**src/core/wwd_pkg.sv**
```systemverilog
// Package: constants and carrier types for the window watchdog supervisor
// Function
// Reset output asserted from power-up onward
// Supply below threshold drives reset low immediately
// Hold reset for release delay after supply good
// Trigger rising edge restarts timers, new window
// Straps select window length and boundary ratio
// Window 0.25 s low, 2.5 s high
// Short window boundary 7.86 ms or 2 ms
// Long window boundary 78.2 ms or 19.6 ms
// Boundaries stay inside their tolerance bands
// Processor triggers between boundary and window end
// Early trigger is violation, asserts reset
// Missing trigger by window end asserts reset
// First window after release skips boundary check
// First trigger enables boundary checking afterwards
// Processor keeps triggers clear of tolerance bands
// Trigger sampled on internal clock, next cycle
// Fault holds reset for delay, then restarts
package wwd_pkg;

	// ------------------------------------------------------------
	// Timing figures
	// ------------------------------------------------------------
	localparam int unsigned CLK_HZ          = 25000000;
	localparam int unsigned CLK_PERIOD_NS   = 40;
	localparam int unsigned RELEASE_DELAY_US = 25000;   // 25 ms
	localparam int unsigned WIN_SHORT_US    = 250000;  // 0.25 s
	localparam int unsigned WIN_LONG_US     = 2500000; // 2.5 s
	localparam int unsigned BND_SS_NS       = 7860000; // 7.86 ms
	localparam int unsigned BND_SR_NS       = 2000000; // 2 ms
	localparam int unsigned BND_LS_US       = 78200;   // 78.2 ms
	localparam int unsigned BND_LR_US       = 19600;   // 19.6 ms

	// Cycle counts derived from the 25 MHz clock (typical values)
	localparam int unsigned RELEASE_DELAY_CYC = RELEASE_DELAY_US * (CLK_HZ / 1000000);
	localparam int unsigned WIN_SHORT_CYC     = WIN_SHORT_US * (CLK_HZ / 1000000);
	localparam int unsigned WIN_LONG_CYC      = WIN_LONG_US * (CLK_HZ / 1000000);
	localparam int unsigned BND_SS_CYC        = BND_SS_NS / CLK_PERIOD_NS;
	localparam int unsigned BND_SR_CYC        = BND_SR_NS / CLK_PERIOD_NS;
	localparam int unsigned BND_LS_CYC        = BND_LS_US * (CLK_HZ / 1000000);
	localparam int unsigned BND_LR_CYC        = BND_LR_US * (CLK_HZ / 1000000);

	localparam int unsigned CNT_W = 27;

	// Reset values
	localparam logic RST_ASSERTED = 1'b0;

	// ------------------------------------------------------------
	// Types
	// ------------------------------------------------------------
	typedef enum logic [1:0] {
		ST_HOLD   = 2'b00, // Reset asserted, release timer running
		ST_FIRST  = 2'b01, // First window, boundary not checked
		ST_WATCH  = 2'b10  // Full window checking
	} sup_state_t;

	// Window limits handed from the selector to the supervisor
	typedef struct packed {
		logic [CNT_W-1:0] window_cyc;
		logic [CNT_W-1:0] boundary_cyc;
	} window_cfg_t;

endpackage

```
**src/core/wwd_window_select.sv**
```systemverilog
// Window selector: maps the strap levels to window and boundary counts
`timescale 1ns/100ps
`default_nettype none
module wwd_window_select #(
	parameter int unsigned WIN_SHORT = wwd_pkg::WIN_SHORT_CYC,
	parameter int unsigned WIN_LONG  = wwd_pkg::WIN_LONG_CYC,
	parameter int unsigned BND_SS    = wwd_pkg::BND_SS_CYC,
	parameter int unsigned BND_SR    = wwd_pkg::BND_SR_CYC,
	parameter int unsigned BND_LS    = wwd_pkg::BND_LS_CYC,
	parameter int unsigned BND_LR    = wwd_pkg::BND_LR_CYC
) (
	// Strap levels, already synchronised
	input  wire logic                timeout_select,
	input  wire logic                ratio_select,
	// Selected limits
	output wwd_pkg::window_cfg_t     cfg
);

	// Four fixed timings; typical values sit inside every band
	always_comb begin
		case ({timeout_select, ratio_select})
			2'b00: begin
				cfg.window_cyc   = wwd_pkg::CNT_W'(WIN_SHORT);
				cfg.boundary_cyc = wwd_pkg::CNT_W'(BND_SS);
			end
			2'b01: begin
				cfg.window_cyc   = wwd_pkg::CNT_W'(WIN_SHORT);
				cfg.boundary_cyc = wwd_pkg::CNT_W'(BND_SR);
			end
			2'b10: begin
				cfg.window_cyc   = wwd_pkg::CNT_W'(WIN_LONG);
				cfg.boundary_cyc = wwd_pkg::CNT_W'(BND_LS);
			end
			default: begin
				cfg.window_cyc   = wwd_pkg::CNT_W'(WIN_LONG);
				cfg.boundary_cyc = wwd_pkg::CNT_W'(BND_LR);
			end
		endcase
	end

endmodule
`default_nettype wire

```
**src/core/window_watchdog_supervisor.sv**
```systemverilog
// Top level: power-on reset generator and window watchdog
`timescale 1ns/100ps
`default_nettype none
module window_watchdog_supervisor #(
	parameter int unsigned RELEASE_DELAY = wwd_pkg::RELEASE_DELAY_CYC,
	parameter int unsigned WIN_SHORT     = wwd_pkg::WIN_SHORT_CYC,
	parameter int unsigned WIN_LONG      = wwd_pkg::WIN_LONG_CYC,
	parameter int unsigned BND_SS        = wwd_pkg::BND_SS_CYC,
	parameter int unsigned BND_SR        = wwd_pkg::BND_SR_CYC,
	parameter int unsigned BND_LS        = wwd_pkg::BND_LS_CYC,
	parameter int unsigned BND_LR        = wwd_pkg::BND_LR_CYC
) (
	// Clock and power-on reset
	input  wire logic clk,
	input  wire logic rst_b,
	// Supply monitor and straps (asynchronous pins)
	input  wire logic supply_threshold,
	input  wire logic timeout_select,
	input  wire logic ratio_select,
	// Trigger from the supervised processor (asynchronous pin)
	input  wire logic watchdog_trigger_in,
	// Open-drain reset pin
	input  wire logic reset_b_in,
	output logic      reset_b_out,
	output logic      reset_b_oe_b,
	// Status
	output logic      timeout_flag,
	output logic      violation_flag
);

	// ------------------------------------------------------------
	// Supervisor state, declared first
	// ------------------------------------------------------------
	// The strap latch and the flag logic both look at the state, so
	// it is declared ahead of every process that reads it
	wwd_pkg::sup_state_t          state_reg;
	wwd_pkg::sup_state_t          state_next;
	logic [wwd_pkg::CNT_W-1:0]    cnt_reg;
	logic [wwd_pkg::CNT_W-1:0]    cnt_next;
	logic                         early;
	logic                         expired;
	logic                         released;

	// ------------------------------------------------------------
	// Input synchronisers
	// ------------------------------------------------------------
	// Every pin is asynchronous to the internal clock; the first
	// stage may go metastable, so logic only ever reads the second
	logic [3:0] sync1_reg;
	logic [3:0] sync2_reg;
	logic       trig_prev_reg;
	logic       supply_ok;
	logic       trig_rise;

	// Two flops per pin; only the second stage is read by logic
	always_ff @(posedge clk or negedge rst_b) begin
		if (!rst_b) begin
			sync1_reg <= 4'h0;
			sync2_reg <= 4'h0;
		end else begin
			sync1_reg <= {watchdog_trigger_in, ratio_select, timeout_select, supply_threshold};
			sync2_reg <= sync1_reg;
		end
	end

	// Edge detector on the synchronised trigger
	// It resets low, the idle level of the pin, so no false edge follows reset
	always_ff @(posedge clk or negedge rst_b) begin
		if (!rst_b) begin
			trig_prev_reg <= 1'b0;
		end else begin
			trig_prev_reg <= sync2_reg[3];
		end
	end

	// Synchronised supply level and the one-cycle trigger edge; a trigger
	// takes effect three clocks after it reaches the pin
	assign supply_ok = sync2_reg[0];
	assign trig_rise = sync2_reg[3] & ~trig_prev_reg;

	// ------------------------------------------------------------
	// Strap latching
	// ------------------------------------------------------------
	logic                 tsel_reg;
	logic                 rsel_reg;
	wwd_pkg::window_cfg_t cfg;

	// Straps are caught while reset is held, so the window cannot
	// change shape under a running count
	always_ff @(posedge clk or negedge rst_b) begin
		if (!rst_b) begin
			tsel_reg <= 1'b0;
			rsel_reg <= 1'b0;
		end else if (state_reg == wwd_pkg::ST_HOLD) begin
			tsel_reg <= sync2_reg[1];
			rsel_reg <= sync2_reg[2];
		end
	end

	// Limits are the typical figures only; each typical value lies
	// inside its tolerance band, so no band logic is built. Timing by
	// an external capacitor is not supported here.
	wwd_window_select #(
		.WIN_SHORT (WIN_SHORT),
		.WIN_LONG  (WIN_LONG),
		.BND_SS    (BND_SS),
		.BND_SR    (BND_SR),
		.BND_LS    (BND_LS),
		.BND_LR    (BND_LR)
	) u_select (
		.timeout_select (tsel_reg),
		.ratio_select   (rsel_reg),
		.cfg            (cfg)
	);

	// ------------------------------------------------------------
	// Supervisor state machine
	// ------------------------------------------------------------
	// Early: a trigger inside the lower boundary once checking is on.
	// Expired: the count reached the window end with no trigger; a
	// trigger in that same cycle still wins and restarts the window.
	// Released: the hold timer has run the full release delay.
	assign early    = (state_reg == wwd_pkg::ST_WATCH) && trig_rise
	                  && (cnt_reg < cfg.boundary_cyc);
	assign expired  = (state_reg != wwd_pkg::ST_HOLD) && !trig_rise
	                  && (cnt_reg >= cfg.window_cyc - 1'b1);
	assign released = (cnt_reg >= wwd_pkg::CNT_W'(RELEASE_DELAY) - 1'b1);

	// Next state and counter; supply loss overrides everything
	// The counter runs in every state; each new interval clears it
	always_comb begin
		state_next = state_reg;
		cnt_next   = cnt_reg + 1'b1;
		if (!supply_ok) begin
			state_next = wwd_pkg::ST_HOLD;
			cnt_next   = '0;
		end else begin
			case (state_reg)
				wwd_pkg::ST_HOLD: begin
					if (released) begin
						state_next = wwd_pkg::ST_FIRST;
						cnt_next   = '0;
					end
				end
				wwd_pkg::ST_FIRST: begin
					if (trig_rise) begin
						state_next = wwd_pkg::ST_WATCH;
						cnt_next   = '0;
					end else if (expired) begin
						state_next = wwd_pkg::ST_HOLD;
						cnt_next   = '0;
					end
				end
				wwd_pkg::ST_WATCH: begin
					if (early || expired) begin
						state_next = wwd_pkg::ST_HOLD;
						cnt_next   = '0;
					end else if (trig_rise) begin
						cnt_next   = '0;
					end
				end
				default: begin
					state_next = wwd_pkg::ST_HOLD;
					cnt_next   = '0;
				end
			endcase
		end
	end

	// State and timer registers; reset starts in the hold state
	// An unused state code falls back to hold through the default branch
	always_ff @(posedge clk or negedge rst_b) begin
		if (!rst_b) begin
			state_reg <= wwd_pkg::ST_HOLD;
			cnt_reg   <= '0;
		end else begin
			state_reg <= state_next;
			cnt_reg   <= cnt_next;
		end
	end

	// ------------------------------------------------------------
	// Fault flags and reset pin
	// ------------------------------------------------------------
	// Flags stay set until the next release and clear on the same edge
	// that frees the reset pin; a new fault always wins over clearing
	// Both flags read zero while the hold timer runs after power-up
	always_ff @(posedge clk or negedge rst_b) begin
		if (!rst_b) begin
			timeout_flag   <= 1'b0;
			violation_flag <= 1'b0;
		end else begin
			if (state_next != wwd_pkg::ST_HOLD && state_reg == wwd_pkg::ST_HOLD) begin
				timeout_flag   <= 1'b0;
				violation_flag <= 1'b0;
			end
			if (supply_ok && expired) begin
				timeout_flag <= 1'b1;
			end
			if (supply_ok && early) begin
				violation_flag <= 1'b1;
			end
		end
	end

	// Open drain: only ever pulls low; enable low means driving
	// Registered so the pin never glitches on a state decode
	logic pull_low_reg;
	always_ff @(posedge clk or negedge rst_b) begin
		if (!rst_b) begin
			pull_low_reg <= 1'b1;
		end else begin
			pull_low_reg <= (state_next == wwd_pkg::ST_HOLD);
		end
	end

	// Data is fixed low and only the enable moves, so the pin can be
	// shared with other open-drain reset sources on the board
	assign reset_b_out  = wwd_pkg::RST_ASSERTED;
	assign reset_b_oe_b = ~pull_low_reg;

endmodule
`default_nettype wire

```
**config.mk**
```make
export PLATFORM = sky130hd
export DESIGN_NAME = window_watchdog_supervisor
export DESIGN_NICKNAME = d
export VERILOG_FILES = /design/src/core/wwd_pkg.sv /design/src/core/wwd_window_select.sv /design/src/core/window_watchdog_supervisor.sv
export SDC_FILE = /design/constraint.sdc
export NUM_CORES = 1
export LEC_CHECK = 0
export ABC_AREA = 1
export BUFFER_PORTS_ARGS = -buffer_cell sky130_fd_sc_hd__buf_4
export CORE_ASPECT_RATIO = 0.8
export CORE_MARGIN = 2
export CORE_UTILIZATION = 25
export DETAILED_ROUTE_END_ITERATION = 7
export PLACE_DENSITY = 0.42
export SYNTH_ARGS = -nofsm -noshare
export SYNTH_HDL_FRONTEND = slang
export SYNTH_SLANG_ARGS = --single-unit
```
**constraint.sdc**
```tcl
create_clock -name clk -period 7.3 [get_ports clk]
set_input_delay 0.73 -clock clk [delete_from_list [all_inputs] [get_ports clk]]
set_output_delay 0.73 -clock clk [all_outputs]
set_load 0.01 [all_outputs]
```
# --- After elaboration in Yosys (flattened, before gate mapping) ---
# Cells that the tools add are included.
totals:
  input_bits: 7
  reg_bits: 43
  wordCells: 55
classes:
  add_sub_neg: 2
  n_mux: 17
  magnitude_cmp: 3
  n_bitwise: 3
  n_reduce_logical: 16
  n_eq_ne: 4
ops:
  columns: ["cell", "count"]
  rows:
  - ["$mux 27", 6]
  - ["$pmux 53 s3", 1]
  - ["$pmux 27 s3", 1]
  - ["$add 27x1->27 const B", 1]
  - ["$ge 27x20->1 const B", 1]
  - ["$ge 27x27->1", 1]
  - ["$lt 27x27->1", 1]
  - ["$sub 27x1->27 const B", 1]
  - ["$mux 2", 5]
  - ["$reduce_bool 2->1", 4]
  - ["$logic_and 1x1->1", 7]
  - ["$logic_not 2->1", 3]
  - ["$pmux 2 s3", 1]
  - ["$eq 2x1->1 const B", 2]
  - ["$eq 2x2->1 const B", 2]
  - ["$mux 1", 3]
  - ["$not 1->1", 2]
  - ["$and 1x1->1", 1]
  - ["$logic_not 1->1", 1]
  - ["$logic_or 1x1->1", 1]

# --- Logic depth before layout (Yosys ltp) ---
depth:
  word_depth: 13
  depth_mapped: 22

# --- Hierarchy ---
# A second synthesis with hierarchy kept.
unflattened:
  cells_unflattened: 636
  hier_area_um2: 4586.9
by_module_without_submodules:
  columns: ["module", "instances", "cells_per_inst", "area_each_um2"]
  rows:
  - ["window_watchdog_supervisor", 1, 573, 4130.2]
  - ["wwd_window_select", 1, 63, 456.7]

# --- Least setup slack after synthesis ---
# Ideal clock, no wire load.
synth_path:
  path_kind: "reg2reg"
  start: "reg rsel_reg"
  end: "reg cnt_reg[20] (netlist bit)"
  period_less_slack_ns: 2.911
  required_time_ns: 7.220
  arrival_ns: 2.830
  path_slack_ns: 4.389
  path_stages_with_launch: 18
  path_cell_list: "dfrtp_1 -> inv_1 -> ha_1 -> nor2_1 -> inv_1 -> ha_1 -> ha_1 -> nand2_1 -> inv_1 -> a21oi_1 -> nand3_1 -> nand2_1 -> nand3_2 -> nand3b_4 -> nand2_2 -> nand2_2 -> buf_6 -> nor3_2"
synth_between:
  elab_chain_cells: 9
  elab_cells_between_ends: 15
  classes_between: "add/sub (1); order compare (2); eq/ne (2); mux (6); reduce/logical (4)"
synth_lines:
  columns: ["item", "line", "source"]
  rows:
  - ["from (decl)", "window_watchdog_supervisor.sv:85", "logic rsel_reg;"]
  - ["from (signal assigned)", "window_watchdog_supervisor.sv:96", "rsel_reg <= sync2_reg[2];"]
  - ["$eq 2x2->1, or another cell as far along", "wwd_window_select.sv:21", "case ({timeout_select, ratio_select})"]
  - ["$pmux 53 s3 *", "wwd_window_select.sv:21", null]
  - ["$sub 27x1->27", "window_watchdog_supervisor.sv:126", "&& (cnt_reg >= cfg.window_cyc - 1'b1);"]
  - ["$ge 27x27->1", "window_watchdog_supervisor.sv:126", null]
  - ["$logic_and 1x1->1", "window_watchdog_supervisor.sv:126", null]
  - ["$mux 27 or $logic_or 1x1->1 (tied branches)", "window_watchdog_supervisor.sv:149, window_watchdog_supervisor.sv:155", null]
  - ["$mux 27 (on tied branches)", "window_watchdog_supervisor.sv:146, window_watchdog_supervisor.sv:155", null]
  - ["$pmux 27 s3 *", "window_watchdog_supervisor.sv:138", "case (state_reg)"]
  - ["$mux 27 *", "window_watchdog_supervisor.sv:134", "if (!supply_ok) begin"]
  - ["net cnt_next (one bit)", "window_watchdog_supervisor.sv:39", "logic [wwd_pkg::CNT_W-1:0] cnt_next;"]
  - ["to (signal assigned)", "window_watchdog_supervisor.sv:178", "cnt_reg <= cnt_next;"]
  - ["to (decl)", "window_watchdog_supervisor.sv:38", "logic [wwd_pkg::CNT_W-1:0] cnt_reg;"]
# The timed path passes the listed nets; every way through them passes the cells marked *.
# A chain may end at the register's enable or synchronous reset.

# --- Worst setup path after layout ---
layout_path:
  start: "reg rsel_reg"
  end: "reg cnt_reg[21] (netlist bit)"
# The elaborated chain is that of the path after synthesis.

==> results.yml <==
synthesis:
  synth_enable_flop_cells: 0
  yosys.area.top_type_share_pct: 31.6
  netlist_area_um2: 3320
  synth_most_common_cell: "nand2_1"
  yosysTopAreaCell: "dfrtp_1"
  syn_inst: 447
  ys_ff_latch: 43
  yosys-top-cells-count: "nand2_1 (95), nor2_1 (76), inv_1 (64)"
  synthTopCellsByArea: "dfrtp_1 (32%), ha_1 (16%), nand2_1 (11%)"
  ys_async_sr_fraction_pct: 100
  synth_seq_area_share_pct: 32.4
  synthFlopType: "dfrtp_1"
  yosysWarnings: 0
  synth.distinct_cells: 34
  syn_nets: 497
  avgSynthCellArea_um2: 7.44
pwr:
  p_leak_nw: 1.87
  power.density_nw_per_um2: 146
  total_power_uw: 543
  irDropWorstVdd_v: 0.0000791
detailed_routing:
  dr_total_vias: 2722
  wl_per_cell_um: 12.7
  drc: 0
  drt-pass1-iter-count: 4
  ant_nets: 0
  drt-total-wl_mm: 8.07
  vias_per_cell: 4.30
  drtIter0Drc: 112
critical_path:
  cp.depth: 16
  crit_buf_inv: 3
  crit_type: "flop to flop"
  slowest_stage: "nor2_1"
  critPathLaunchType: "flop"
  cp_cell_sequence: "inv_1, ha_1, nor2_1, inv_1, ha_1, ha_1, nand2_1, inv_1, a21oi_1, nand3_1, nand2_1, nand3_2, nand3b_4, nand2_2, nand2_2, nor3_1"
  end_kind: "flop"
  path_delay_family: "simple AND/OR/NAND/NOR gates"
  arrival_ns: 4.06
  rr_worst_depth: 16
  slowest_delay_ns: 0.83
  critPathMaxFanout: 24
  crit_required_ns: 7.49
clock_tree:
  cts_buffers: 5
  htree_num_levels: 2
  cts_hold_buf: 0
  cts_tree: "done"
  post_cts_buffers: 0
  cts_resized: 0
  cts.sinks: 43
  clockBufferDepth: 2
  clkTransAtPathRegs_ns: 0.06
  clock_latency_ns: 0.28
  cts-root-buf: "clkbuf_16"
cells_and_area:
  synthToLayoutAreaGrowth_pct: 12.2
  layout.nets: 507
  fin_cells: 633
  fin_util_pct: 28.9
  drive_gt1_share_pct: 8.30
  largest_reg_flops: 27
  antenna_cells: 0
  final_area_um2: 3730
sta:
  setup_ws_ns: 3.43
  drv_slew: 0
  fmax_mhz: 259
  setup_viol: 0
  skew_ns: 0.00730
  finalSetupTns_ns: 0
  fin_hold_ws_ns: 0.351
  slew_headroom_pct: 28.5
  fin_crit_sh_pct: 53.0
  fin_crit_ns: 3.87
  rsz0062_at_grt: "false"
  final_hold_viol_count: 0
  tightestPinTransition_ns: 1.07
run_status:
  outcome: "finished, final reports clean"
place:
  gp_congestion: 0.807
  io_buffers: 8
  dp.cells: 625
  placed_area_um2: 3570
  place_ws_ns: 3.33
  hpwl_mm: 6.30
grt:
  grt_usage_pct: 12.2
  grt_max_degree: 44
  grt_pass1_vias: 2629
  grt_first_pass_wirelength_mm: 13.6
  grt_remaining_overflow: 0
  antenna_found_initial: 0
floorplan:
  core_area_um2: 12900
  die_area_um2: 14200
  die_w_um: 133
  rows: 37
  initial_core_util_pct: 25.7
  die_y_um: 107
  io_pins: 11
min_path:
  worstHoldPathCells: 0
  min_path_type: "flop to flop"
job:
  drv_cap: 0
-- worst paths after layout --
check / slack (ns) / endpoint / startpoint
worst max register to register: 3.43 / cnt_reg[21] / rsel_reg
worst max-delay path: 3.43 / cnt_reg[21] / rsel_reg
min in group asynchronous: 0.45 / cnt_reg[7] / rst_b
worst min-delay path: 0.35 / sync2_reg[0] / sync1_reg[0]
max in group asynchronous: 6.45 / sync2_reg[3] / rst_b
worst min register to register: 0.35 / sync2_reg[0] / sync1_reg[0]
-- report_power, final --
group          switching [mW]  total (mW)  internal [mW]
Combinational          0.0296      0.0436         0.0140
Sequential            0.00331       0.246          0.243
Clock                  0.0914       0.253          0.162
-- per-layer routing --
| metal | share of wire (%) | GRT usage [%] |
|---|---|---|
| met5 | 0 | 0 |
| met2 | 40 | 18.3 |
| met3 | 2.9 | 1.99 |
| met1 | 57 | 18.1 |
| met4 | 0.45 | 2.76 |
-- worst reg2reg max path, stage by stage, from the launching register on --
cell and delay, ns:
dfrtp_1 0.45, inv_1 0.13, ha_1 0.24, nor2_1 0.83, inv_1 0.11, ha_1 0.24
ha_1 0.29, nand2_1 0.09, inv_1 0.04, a21oi_1 0.13, nand3_1 0.12, nand2_1 0.12
nand3_2 0.11, nand3b_4 0.20, nand2_2 0.09, nand2_2 0.30, nor3_1 0.30
-- placed cells by master, fill, tap and decap left out --
cell / synthesis / final
nand2_1: 95 / 95
nor2_1: 76 / 76
inv_1: 64 / 64
ha_1: 43 / 43
dfrtp_1: 42 / 42
nand3_1: 28 / 28
nand4_1: 15 / 15
a21oi_1: 14 / 14
xor2_1: 10 / 10
o21ai_0: 9 / 9
nor3_1: 8 / 8
buf_4: 1 / 8
nand3_2: 5 / 5
clkbuf_16: 0 / 5
nand2_2: 4 / 4
nor4_1: 3 / 3
nor2_4: 3 / 3
nor2_2: 3 / 3
nor3_2: 3 / 3
o21ai_1: 2 / 2
a31oi_1: 2 / 2
xnor2_1: 2 / 2
clkbuf_1: 2 / 2
nor3b_1: 1 / 1
nand3b_1: 1 / 1
inv_2: 1 / 1
and3_2: 1 / 1
a21o_1: 1 / 1
nand3b_4: 1 / 1
a21boi_0: 1 / 1
nand2_4: 1 / 1
nor2_8: 1 / 1
conb_1: 1 / 1
bufinv_16: 0 / 1
dfstp_2: 1 / 1
-- cell families after synthesis --
| kind of cell | count (synthesis) | share of synthesized area, % |
|---|---|---|
| AND/OR/NAND/NOR | 249 | 35.1 |
| buffers and inverters | 70 | 8.47 |
| adder cells (fa/ha/maj) | 43 | 16.2 |
| flip-flops | 43 | 32.4 |
| AO/OA/AOI/OAI | 29 | 4.59 |
| XOR/XNOR | 12 | 3.16 |
| other | 1 | 0.113 |
-- layout make-up --
class,instances,area [um2]
Fill cell,1412,9190
Multi-Input combinational cell,334,1970
Sequential cell,43,1080
Inverter,65,244
Tap cell,175,219
Clock buffer,7,133
Timing Repair Buffer,8,60.1
Clock inverter,1,30.0
Note: power is estimated with default switching activity, not from simulation.
